==> src/mie_pkg.sv <==
`default_nettype none
package mie_pkg;
    // ------------------------------------------------------------
    // widths
    // ------------------------------------------------------------
    localparam int unsigned DATA_W = 8;
    localparam int unsigned ADDR_W = 16;

    // ------------------------------------------------------------
    // addresses
    // ------------------------------------------------------------
    localparam logic [15:0] STACK_PAGE = 16'h0100;
    localparam logic [15:0] VEC_LO_ADDR = 16'hFFFE;
    localparam logic [15:0] VEC_HI_ADDR = 16'hFFFF;

    // ------------------------------------------------------------
    // status byte layout and reset values
    // ------------------------------------------------------------
    localparam int unsigned NEG_BIT = 7;
    localparam int unsigned BRK_BIT = 4;
    localparam int unsigned MASK_BIT = 2;
    localparam int unsigned SIGN_BIT = 7;
    localparam logic MASK_RST = 1'b1;
    localparam logic NEG_RST = 1'b0;

    // ------------------------------------------------------------
    // entry sequence timing
    // ------------------------------------------------------------
    localparam int unsigned ENTRY_CYCLES = 7;
    localparam logic [7:0] SP_STEP = 8'h01;
    localparam logic [7:0] SP_PUSHES = 8'h03;

    // entry sequence steps, one per bus cycle
    typedef enum logic [2:0] {
        MIE_IDLE,
        MIE_DUMMY1,
        MIE_DUMMY2,
        MIE_PUSH_PCH,
        MIE_PUSH_PCL,
        MIE_PUSH_STAT,
        MIE_VEC_LO,
        MIE_VEC_HI
    } mie_step_t;
endpackage
`default_nettype wire

==> src/mie_flag_if.sv <==
`timescale 1ns/1ns
`default_nettype none
interface mie_flag_if;
    logic clear_mask_instruction;
    logic set_mask_instruction;
    logic entry_mask_set;
    logic load_accumulator;
    logic [7:0] load_value;
    logic mask;
    logic negative;

    modport core (
        output clear_mask_instruction,
        output set_mask_instruction,
        output entry_mask_set,
        output load_accumulator,
        output load_value,
        input mask,
        input negative
    );
    modport flags (
        input clear_mask_instruction,
        input set_mask_instruction,
        input entry_mask_set,
        input load_accumulator,
        input load_value,
        output mask,
        output negative
    );
endinterface
`default_nettype wire

==> src/mie_flags.sv <==
`timescale 1ns/1ns
`default_nettype none
module mie_flags (
    input wire logic core_clk,
    input wire logic sys_rst,
    mie_flag_if.flags fl
);
    logic mask_q, mask_d;
    logic neg_q, neg_d;

    // ------------------------------------------------------------
    // next values
    // ------------------------------------------------------------
    // entry set wins over a clear so a held line cannot retrigger
    always_comb begin
        mask_d = mask_q;
        if (fl.clear_mask_instruction) begin
            mask_d = 1'b0;
        end
        if (fl.set_mask_instruction || fl.entry_mask_set) begin
            mask_d = 1'b1;
        end
        neg_d = neg_q;
        if (fl.load_accumulator) begin
            neg_d = fl.load_value[mie_pkg::SIGN_BIT];
        end
    end

    // ------------------------------------------------------------
    // registers
    // ------------------------------------------------------------
    // mask starts on so nothing is taken before software is ready
    always_ff @(posedge core_clk or posedge sys_rst) begin
        if (sys_rst) begin
            mask_q <= mie_pkg::MASK_RST;
            neg_q <= mie_pkg::NEG_RST;
        end else begin
            mask_q <= mask_d;
            neg_q <= neg_d;
        end
    end

    assign fl.mask = mask_q;
    assign fl.negative = neg_q;
endmodule // mie_flags
`default_nettype wire

==> src/mie_entry.sv <==
// Behaviour
// - one or many sources holding the shared low line give the same response.
// - acceptance pushes program counter and status, then loads the fixed vector.
// - pending requests are recognised only at the end of an instruction.
// - entry takes seven cycles; worst case to handler is fourteen.
// - clearing the mask with the line still low takes an interrupt next.
// - while the mask is set, maskable requests of any priority are ignored.
// - loading the accumulator copies bit 7 into the negative flag.
// - the request input is level sensitive and active when low.
// - taking an interrupt sets the mask automatically.
`timescale 1ns/1ns
`default_nettype none
module mie_entry (
    input wire logic core_clk,
    input wire logic sys_rst,
    input wire logic irq_n,
    input wire logic instr_end,
    input wire logic [15:0] pc_cur,
    input wire logic [7:0] sp_cur,
    input wire logic [7:0] status_in,
    input wire logic clear_mask_instruction,
    input wire logic set_mask_instruction,
    input wire logic load_accumulator,
    input wire logic [7:0] load_value,
    input wire logic [7:0] mem_rdata,
    output logic [15:0] bus_addr_q,
    output logic [7:0] bus_wdata_q,
    output logic bus_read_q,
    output logic bus_write_q,
    output logic entry_active_q,
    output logic int_taken_q,
    output logic pc_load_q,
    output logic [15:0] pc_new_q,
    output logic sp_load_q,
    output logic [7:0] sp_new_q,
    output var logic mask_flag_q,
    output var logic negative_flag_q
);
    mie_flag_if fl ();

    mie_pkg::mie_step_t step_q, step_d;
    logic [15:0] pc_save_q, pc_save_d;
    logic [7:0] sp_save_q, sp_save_d;
    logic [7:0] stat_save_q, stat_save_d;
    logic [7:0] vec_lo_q, vec_lo_d;
    logic [15:0] bus_addr_d;
    logic [7:0] bus_wdata_d;
    logic bus_read_d, bus_write_d, entry_active_d, int_taken_d;
    logic pc_load_d, sp_load_d;
    logic [15:0] pc_new_d;
    logic [7:0] sp_new_d;
    logic request;
    logic mask_open;
    logic accept;

    // ------------------------------------------------------------
    // flag keeper
    // ------------------------------------------------------------
    assign fl.clear_mask_instruction = clear_mask_instruction;
    assign fl.set_mask_instruction = set_mask_instruction;
    assign fl.entry_mask_set = (step_q == mie_pkg::MIE_PUSH_STAT);
    assign fl.load_accumulator = load_accumulator;
    assign fl.load_value = load_value;

    mie_flags u_flags (
        .core_clk(core_clk),
        .sys_rst(sys_rst),
        .fl(fl)
    );

    assign mask_flag_q = fl.mask;
    assign negative_flag_q = fl.negative;

    // ------------------------------------------------------------
    // acceptance
    // ------------------------------------------------------------
    // the line is one wired level, so any number of sources looks alike
    assign request = ~irq_n;
    // a mask clear ending this instruction opens the gate at once
    assign mask_open = (~fl.mask | clear_mask_instruction) & ~set_mask_instruction;
    // sampled only at instruction end; mid-instruction requests wait
    assign accept = instr_end & request & mask_open & (step_q == mie_pkg::MIE_IDLE);

    // stack address of a push, counting down from the captured pointer
    function automatic logic [15:0] mie_stack_addr(input logic [7:0] sp, input logic [7:0] depth);
        logic [7:0] slot;
        slot = sp - depth;
        return mie_pkg::STACK_PAGE | {8'h00, slot};
    endfunction

    // ------------------------------------------------------------
    // entry sequencer next state
    // ------------------------------------------------------------
    always_comb begin
        step_d = step_q;
        pc_save_d = pc_save_q;
        sp_save_d = sp_save_q;
        stat_save_d = stat_save_q;
        vec_lo_d = vec_lo_q;
        int_taken_d = 1'b0;
        pc_load_d = 1'b0;
        pc_new_d = pc_new_q;
        sp_load_d = 1'b0;
        sp_new_d = sp_new_q;
        unique case (step_q)
            mie_pkg::MIE_IDLE: begin
                if (accept) begin
                    step_d = mie_pkg::MIE_DUMMY1;
                    int_taken_d = 1'b1;
                    pc_save_d = pc_cur;
                    sp_save_d = sp_cur;
                    stat_save_d = status_in;
                    stat_save_d[mie_pkg::NEG_BIT] = fl.negative;
                    stat_save_d[mie_pkg::MASK_BIT] = ~mask_open; // status as before entry
                    stat_save_d[mie_pkg::BRK_BIT] = 1'b0; // hardware entry, not break
                end
            end
            mie_pkg::MIE_DUMMY1: step_d = mie_pkg::MIE_DUMMY2;
            mie_pkg::MIE_DUMMY2: step_d = mie_pkg::MIE_PUSH_PCH;
            mie_pkg::MIE_PUSH_PCH: step_d = mie_pkg::MIE_PUSH_PCL;
            mie_pkg::MIE_PUSH_PCL: step_d = mie_pkg::MIE_PUSH_STAT;
            mie_pkg::MIE_PUSH_STAT: step_d = mie_pkg::MIE_VEC_LO;
            mie_pkg::MIE_VEC_LO: begin
                step_d = mie_pkg::MIE_VEC_HI;
                vec_lo_d = mem_rdata;
            end
            mie_pkg::MIE_VEC_HI: begin
                // seventh cycle ends; the next fetch is the handler's first opcode
                step_d = mie_pkg::MIE_IDLE;
                pc_load_d = 1'b1;
                pc_new_d = {mem_rdata, vec_lo_q};
                sp_load_d = 1'b1;
                sp_new_d = sp_save_q - mie_pkg::SP_PUSHES;
            end
        endcase
    end

    // ------------------------------------------------------------
    // bus cycle of the coming step
    // ------------------------------------------------------------
    // decoded from the next step so the bus pins leave flip-flops aligned
    always_comb begin
        bus_addr_d = pc_save_d;
        bus_wdata_d = 8'h00;
        bus_read_d = 1'b0;
        bus_write_d = 1'b0;
        entry_active_d = (step_d != mie_pkg::MIE_IDLE);
        unique case (step_d)
            mie_pkg::MIE_IDLE: begin
                bus_addr_d = 16'h0000;
            end
            mie_pkg::MIE_DUMMY1, mie_pkg::MIE_DUMMY2: begin
                // opcode fetches are discarded, program counter is not advanced
                bus_read_d = 1'b1;
            end
            mie_pkg::MIE_PUSH_PCH: begin
                bus_addr_d = mie_stack_addr(sp_save_d, 8'h00);
                bus_wdata_d = pc_save_d[15:8];
                bus_write_d = 1'b1;
            end
            mie_pkg::MIE_PUSH_PCL: begin
                bus_addr_d = mie_stack_addr(sp_save_d, mie_pkg::SP_STEP);
                bus_wdata_d = pc_save_d[7:0];
                bus_write_d = 1'b1;
            end
            mie_pkg::MIE_PUSH_STAT: begin
                bus_addr_d = mie_stack_addr(sp_save_d, mie_pkg::SP_STEP + mie_pkg::SP_STEP);
                bus_wdata_d = stat_save_d;
                bus_write_d = 1'b1;
            end
            mie_pkg::MIE_VEC_LO: begin
                bus_addr_d = mie_pkg::VEC_LO_ADDR;
                bus_read_d = 1'b1;
            end
            mie_pkg::MIE_VEC_HI: begin
                bus_addr_d = mie_pkg::VEC_HI_ADDR;
                bus_read_d = 1'b1;
            end
        endcase
    end

    // ------------------------------------------------------------
    // registers
    // ------------------------------------------------------------
    always_ff @(posedge core_clk or posedge sys_rst) begin
        if (sys_rst) begin
            step_q <= mie_pkg::MIE_IDLE;
            pc_save_q <= 16'h0000;
            sp_save_q <= 8'h00;
            stat_save_q <= 8'h00;
            vec_lo_q <= 8'h00;
            bus_addr_q <= 16'h0000;
            bus_wdata_q <= 8'h00;
            bus_read_q <= 1'b0;
            bus_write_q <= 1'b0;
            entry_active_q <= 1'b0;
            int_taken_q <= 1'b0;
            pc_load_q <= 1'b0;
            pc_new_q <= 16'h0000;
            sp_load_q <= 1'b0;
            sp_new_q <= 8'h00;
        end else begin
            step_q <= step_d;
            pc_save_q <= pc_save_d;
            sp_save_q <= sp_save_d;
            stat_save_q <= stat_save_d;
            vec_lo_q <= vec_lo_d;
            bus_addr_q <= bus_addr_d;
            bus_wdata_q <= bus_wdata_d;
            bus_read_q <= bus_read_d;
            bus_write_q <= bus_write_d;
            entry_active_q <= entry_active_d;
            int_taken_q <= int_taken_d;
            pc_load_q <= pc_load_d;
            pc_new_q <= pc_new_d;
            sp_load_q <= sp_load_d;
            sp_new_q <= sp_new_d;
        end
    end
endmodule // mie_entry
`default_nettype wire

==> config.mk <==
export PLATFORM = sky130hd
export DESIGN_NAME = mie_entry
export DESIGN_NICKNAME = d
export VERILOG_FILES = /design/src/mie_pkg.sv /design/src/mie_flag_if.sv /design/src/mie_flags.sv /design/src/mie_entry.sv
export SDC_FILE = /design/constraint.sdc
export NUM_CORES = 1
export LEC_CHECK = 0
export BUFFER_PORTS_ARGS = -buffer_cell sky130_fd_sc_hd__buf_4
export CAP_MARGIN = 20
export CORE_MARGIN = 3
export CORE_UTILIZATION = 40
export DETAILED_ROUTE_END_ITERATION = 7
export GPL_ROUTABILITY_DRIVEN = 1
export PLACE_DENSITY = 0.67
export SETUP_SLACK_MARGIN = 0.4
export SLEW_MARGIN = 20
export SYNTH_ARGS = -nofsm -noshare
export SYNTH_HDL_FRONTEND = slang
export SYNTH_SLANG_ARGS = --single-unit
==> constraint.sdc <==
create_clock -name core_clk -period 5 [get_ports core_clk]
set_input_delay 1 -clock core_clk [delete_from_list [all_inputs] [get_ports core_clk]]
set_output_delay 1 -clock core_clk [all_outputs]
set_load 0.005 [all_outputs]
==> results of run 1 <==
==> cells by family after synthesis <==
| logic type | count (synthesis) | synth area share (%) |
|---|---|---|
| flops | 98 | 57.52 |
| simple gates | 132 | 13.76 |
| buf+inv | 32 | 3.403 |
| compound gates | 68 | 9.856 |
| fa+ha+maj | 2 | 0.5866 |
| mux | 49 | 12.61 |
| xor+xnor | 11 | 2.259 |
==> through the flow <==
step | cells | hold WS [ps] | area, um^2 | power (uW) | setup slack, ps
global route | 625 | 513.3 | 5360 | 3787 | 1132
global placement | 609 | 461.8 | 5109 | 2859 | 1380
finish | 625 | 485.7 | 5360 | 3517 | 1388
detailed placement | 609 | 467.3 | 5109 | 2910 | 1304
floorplan | 392 | 441.8 | 4265 | 2309 | 1440
CTS | 625 | 489.9 | 5360 | 3550 | 1426
==> layout by cell type (no fill, tap or decap), types with 2 or more instances in the layout <==
cell         n
o31ai_1      2
nand3_1      2
mux2i_1     11
buf_4      104
inv_1        6
or3_1        3
xnor2_1      9
nor4b_1      2
a21oi_1     16
clkbuf_8    10
bufinv_16    3
nand2b_1     2
nor2b_1      3
nand2_1     85
nor2_1      16
dfrtp_1     97
and2_1       5
mux2_2      38
o21ai_0     27
xor2_1       2
a22o_1       7
nor3_1       5
o22ai_1      4
o211ai_1     2
ha_1         2
==> registers in the layout, indices dropped and copies added, names as in the netlist <==
name / count
u_flags.fl.negative: 1
pc_save_q: 16
bus_addr_q: 16
pc_new_q: 16
stat_save_q: 8
sp_new_q: 8
vec_lo_q: 8
step_q: 3
bus_read_q: 1
sp_load_q: 1
bus_wdata_q: 8
sp_save_q: 8
bus_write_q: 1
int_taken_q: 1
entry_active_q: 1
u_flags.fl.mask: 1
==> final timing paths <==
path,slack (ps),depth (start not counted),endpoint,from
setup / recovery,1390,13,bus_addr_q[6]$_DFF_PP0_,step_q[0]$_DFF_PP0_
hold / removal,490,2,stat_save_q[0]$_DFF_PP0_,stat_save_q[0]$_DFF_PP0_
setup reg to reg,1390,13,bus_addr_q[6]$_DFF_PP0_,step_q[0]$_DFF_PP0_
hold reg to reg,490,2,stat_save_q[0]$_DFF_PP0_,stat_save_q[0]$_DFF_PP0_
max in group asynchronous,3270,3,u_flags.fl.mask$_DFFE_PP1P_,sys_rst
min in group asynchronous,760,2,bus_addr_q[13]$_DFF_PP0_,sys_rst
==> layer usage <==
metal	share of wire, %	vias to the layer above	track usage [%]
li1	-	1526	-
met4	0.91	0	5.699
met2	49	115	28.60
met5	0	-	0
met3	7.1	8	4.914
met1	43	1497	22.07
==> power breakdown <==
part           total, uW  switching (uW)  internal [uW]
Clock                623             272            351
Combinational       1420             660            763
Sequential          1470             314           1160
Total               3520            1250           2270
==> layout make-up <==
type                       count  area [um^2]
sequential                    98         2454
fill                         979         5010
multi-input combinational    262         1667
timing repair buffer         104        780.7
clock buffer                  11        141.4
tap                          136        170.2
clock inverter                 5        110.1
inverter                       9        37.54
==> worst register-to-register path, delay by kind of cell (launching register included) <==
family          cells  cell delay (ps)
flops               1             1020
buf+inv             3              890
simple gates        6              850
compound gates      2              480
fa+ha+maj           1              130
xor+xnor            1              130
==> results.ini, run 1 <==
[status]
outcome=finished clean

[final_layout]
layout-drive-gt1-share_pct=33.74
post-route-util_pct=51.69
area_growth_pct=25.67
nets=541
antenna_cells=0

[synth]
synth_cell_types=49
synth-seq-cells=98
netlist_top_cells_area=dfrtp_1 (57%), mux2_2 (10%), nand2_1 (7.5%)
synth-edff-count=0
synth_top_area_cell=dfrtp_1
netlist.area_leader.share_pct=56.91
synthesis.area_um2=4265
syn-num-nets=449
synthFlopType=dfrtp_1
synth-seq-area-share_pct=57.52
syn_inst=392
async_flop_share_pct=100.0
ys_top_cells_by_count=dfrtp_1 (97), nand2_1 (85), mux2_2 (38)
yosysWarnings=0
synth.most_common_cell=dfrtp_1
syn_area_per_cell_um2=10.88

[detailed_routing]
wl_um=10110
dr_total_vias=3146
drc=0
wl_per_cell_um=16.17
drtIter0Drc=200
via_per_inst=5.034
antenna_left=0
dr.pass1.iters=4

[pwr]
vdd_drop_max_uv=271.3
p_per_area_nw_per_um2=656.2
leakagePower_uw=0.002586

[timing]
finalHoldViolCount=0
drv_slew=0
fmax_mhz=276.9
fin_crit_ps=3612
finalCritPeriodShare_pct=72.24
finClkSkew_ps=6.381
worst_slew_pin_slew_ps=1011
rsz0062_at_grt=false
setup_violations=0
tns_ps=0
slew_headroom_pct=32.59

[critical_path]
worst_setup_path_end_kind=flop
cp_max_fo=32
worst-endpoint-arrival_ps=3850
crit_slowest_cell=dfrtp_1
critPathBufInv=3
path_delay_family=flip-flops
crit_type=reg -> reg
cp_slowest_stage_delay_ps=1020
cp.required_ps=5240
cp_common_cell=nand2_1
critPathLaunchType=flop
cp_cell_sequence=nor4b_1, nand3_2, buf_4, clkinv_2, nand2_1, nand2_1, inv_1, ha_1, nand2_1, nor2_1, xnor2_1, o21ai_0, o32a_1

[clocking]
cts_setup_buffers=0
htreeDepth=3
cts_sinks=98
cts_tree=done
cts_resized=0
clkLatencyLatePin_ps=350
cts-buffers-inserted=9
holdBufCountCts=0
clock_path_buffers=2
clockRootBuffer=clkbuf_8
path_clk_slew_ps=90

[floorplanning]
start_util_pct=41.13
chipHeight_um=109.3
die-width_um=109.3
num_io_pins=111
rows=37
dieArea_um2=11940
core_area_um2=10370

[placement]
portBuffers=100
dp_hpwl_um=7036
gp_congestion=0.8512

[job]
maxCapViolCount=0

[global_routing]
grt_max_degree=61
overflow=0
grt_pass1_vias=3213
grt_pass1_wl_um=16040
antenna_found_initial=0
grt_usage_pct=17.35

[hold_path]
hp-class=reg -> reg

(Power assumes the default switching activity.)
==> run 2, diff against run 1 <==
- clock period: 5 -> 3.7 ns (I/O delays scaled with it)
==> results.ini, run 2 (synthesis gave the netlist of run 1 again) <==
[global_routing]
antenna_found_initial=0  ; unchanged
overflow=0  ; unchanged
grt_pass1_wl_um=15710  ; -2.0%
grt_max_degree=64  ; +4.9%
grt_usage_pct=16.81  ; -0.53 points
grt_pass1_vias=3157  ; -1.7%

[floorplanning]
num_io_pins=111  ; unchanged
dieArea_um2=11940  ; unchanged
rows=37  ; unchanged
die-width_um=109.3  ; unchanged
chipHeight_um=109.3  ; unchanged
core_area_um2=10370  ; unchanged
start_util_pct=41.13  ; unchanged

[final_layout]
antenna_cells=0  ; unchanged
mostFrequentLayoutCell=buf_4
nets=544  ; +0.55%
area_growth_pct=25.55  ; about the same
layout-drive-gt1-share_pct=34.35  ; +0.61 points
final_cell_mix=buf_4 (106), dfrtp_1 (97), nand2_1 (85)
layout.cells.non_filler=628  ; +0.48%
top_regs=bus_addr_q (16), pc_new_q (16), pc_save_q (16)

[detailed_routing]
dr_total_vias=3144  ; -0.064%
drtIter0Drc=200  ; unchanged
antenna_left=0  ; unchanged
wl_um=9766  ; -3.4%
via_per_inst=5.006  ; -0.54%
drc=0  ; unchanged
wl_per_cell_um=15.55  ; -3.8%
dr.pass1.iters=4  ; unchanged

[timing]
finClkSkew_ps=19.46  ; +13.08 ps
final.setup.worst_slack_ps=1142  ; -246.4 ps
slew_headroom_pct=49.42  ; +17 points
finalHoldViolCount=0  ; unchanged
setup_violations=0  ; unchanged
fmax_mhz=390.9
finalCritPeriodShare_pct=69.14
drv_slew=0  ; unchanged
tns_ps=0  ; unchanged
worst_slew_pin_slew_ps=756.1  ; -255.0 ps
fin_crit_ps=2558
rsz0062_at_grt=false

[critical_path]
worst_setup_path_end_kind=flop
crit_type=in -> reg
cp_cell_sequence=buf_4, nor4b_1, nand3_2, mux2i_1, ha_1, nand2_1, nor2_1, xnor2_1, o21ai_0, o32a_1
path_delay_family=simple AND/OR/NAND/NOR gates
crit_slowest_cell=o32a_1
worst-endpoint-arrival_ps=2810  ; -1040 ps
r2r-end=bus_addr_q[6]$_DFF_PP0_
cp_slowest_stage_delay_ps=370  ; -650 ps
reg2reg_from=step_q[1]$_DFF_PP0_
critPathLaunchType=input port
cp_max_fo=8  ; -75%
cp.required_ps=3950  ; -1290 ps
critPathBufInv=1  ; -2
ff2ff_path_depth=9  ; -4
worst-r2r-setup-slack_ps=1150  ; -240 ps

[clocking]
path_clk_slew_ps=100  ; about the same
clockRootBuffer=clkbuf_8
htreeDepth=3  ; unchanged
clock_path_buffers=2  ; unchanged
holdBufCountCts=0  ; unchanged
cts_setup_buffers=0  ; unchanged
cts-buffers-inserted=9  ; unchanged
cts_sinks=98  ; unchanged
cts_tree=done
cts_resized=0  ; unchanged
clkLatencyLatePin_ps=360  ; about the same

[placement]
place_inst=612  ; +0.49%
dp_hpwl_um=6983  ; -0.76%
gp_congestion=0.8534  ; +0.26%
portBuffers=100  ; unchanged
pre_cts_ws_ps=751.7  ; -552.6 ps

[job]
maxCapViolCount=0  ; unchanged

[hold_path]
hp-class=reg -> reg
holdPathStages=2  ; unchanged
whs_endpoint=bus_wdata_q[1]$_DFF_PP0_
hold_start=stat_save_q[1]$_DFF_PP0_

[pwr]
fin_total_pwr_uw=4630  ; +32%
vdd_drop_max_uv=458.8  ; +69%
leakagePower_uw=0.002574  ; -0.50%
p_per_area_nw_per_um2=864.6  ; +32%

[status]
outcome=finished clean

==> run 2: report_power, final <==
group          switching (uW)  internal [uW]
clock                     385            338
combinational             926           1040
sequential                371           1570
total                    1680           2950
==> run 2: area by class of cell <==
cell class	count	area [um^2]
repair buffers	107	815.8
well taps	136	170.2
clock inverters	6	72.57
multi-input cells	262	1667
flip-flops and latches	98	2454
inverters	9	38.79
fillers	951	5015
clock buffers	10	137.6
==> run 2: worst max-delay path by stage <==
stage / start / to / cells past startpoint
6_report: irq_n / bus_addr_q[6]$_DFF_PP0_ / 10
2_1_floorplan: irq_n / bus_addr_q[6]$_DFF_PP0_ / 11
3_3_place_gp: irq_n / bus_addr_q[6]$_DFF_PP0_ / 10
3_5_place_dp: irq_n / bus_addr_q[6]$_DFF_PP0_ / 10
5_1_grt: step_q[1]$_DFF_PP0_ / bus_addr_q[6]$_DFF_PP0_ / 9
4_1_cts: irq_n / bus_addr_q[6]$_DFF_PP0_ / 10
==> run 2: worst reg2reg max path, delay by kind of cell (launching register included) <==
family                     cells  cell delay, ps
DFF                            1             740
adders and majority gates      1             180
xor gates and xnor gates       1             130
muxes                          1             280
and+or+nand+nor                4             650
AOI/OAI and AO/OA              2             470
==> run 2: metrics by stage <==
step / utilization [%] / hold WS [ps] / area, um^2
detailed placement: 49.61 / 465.6 / 5145
global placement: 49.61 / 458.4 / 5145
finish: 51.64 / 488.8 / 5355
CTS: 51.64 / 490.6 / 5355
floorplan: - / 441.8 / 4269
global route: 51.64 / 506.3 / 5355
==> run 2: per-layer routing <==
layer	up-vias	global-route usage (%)	share of wire (%)
li1	1531	-	-
met4	0	3.740	1.3
met1	1490	22.78	45
met3	15	5.329	7.7
met5	-	0	0
met2	108	26.58	46
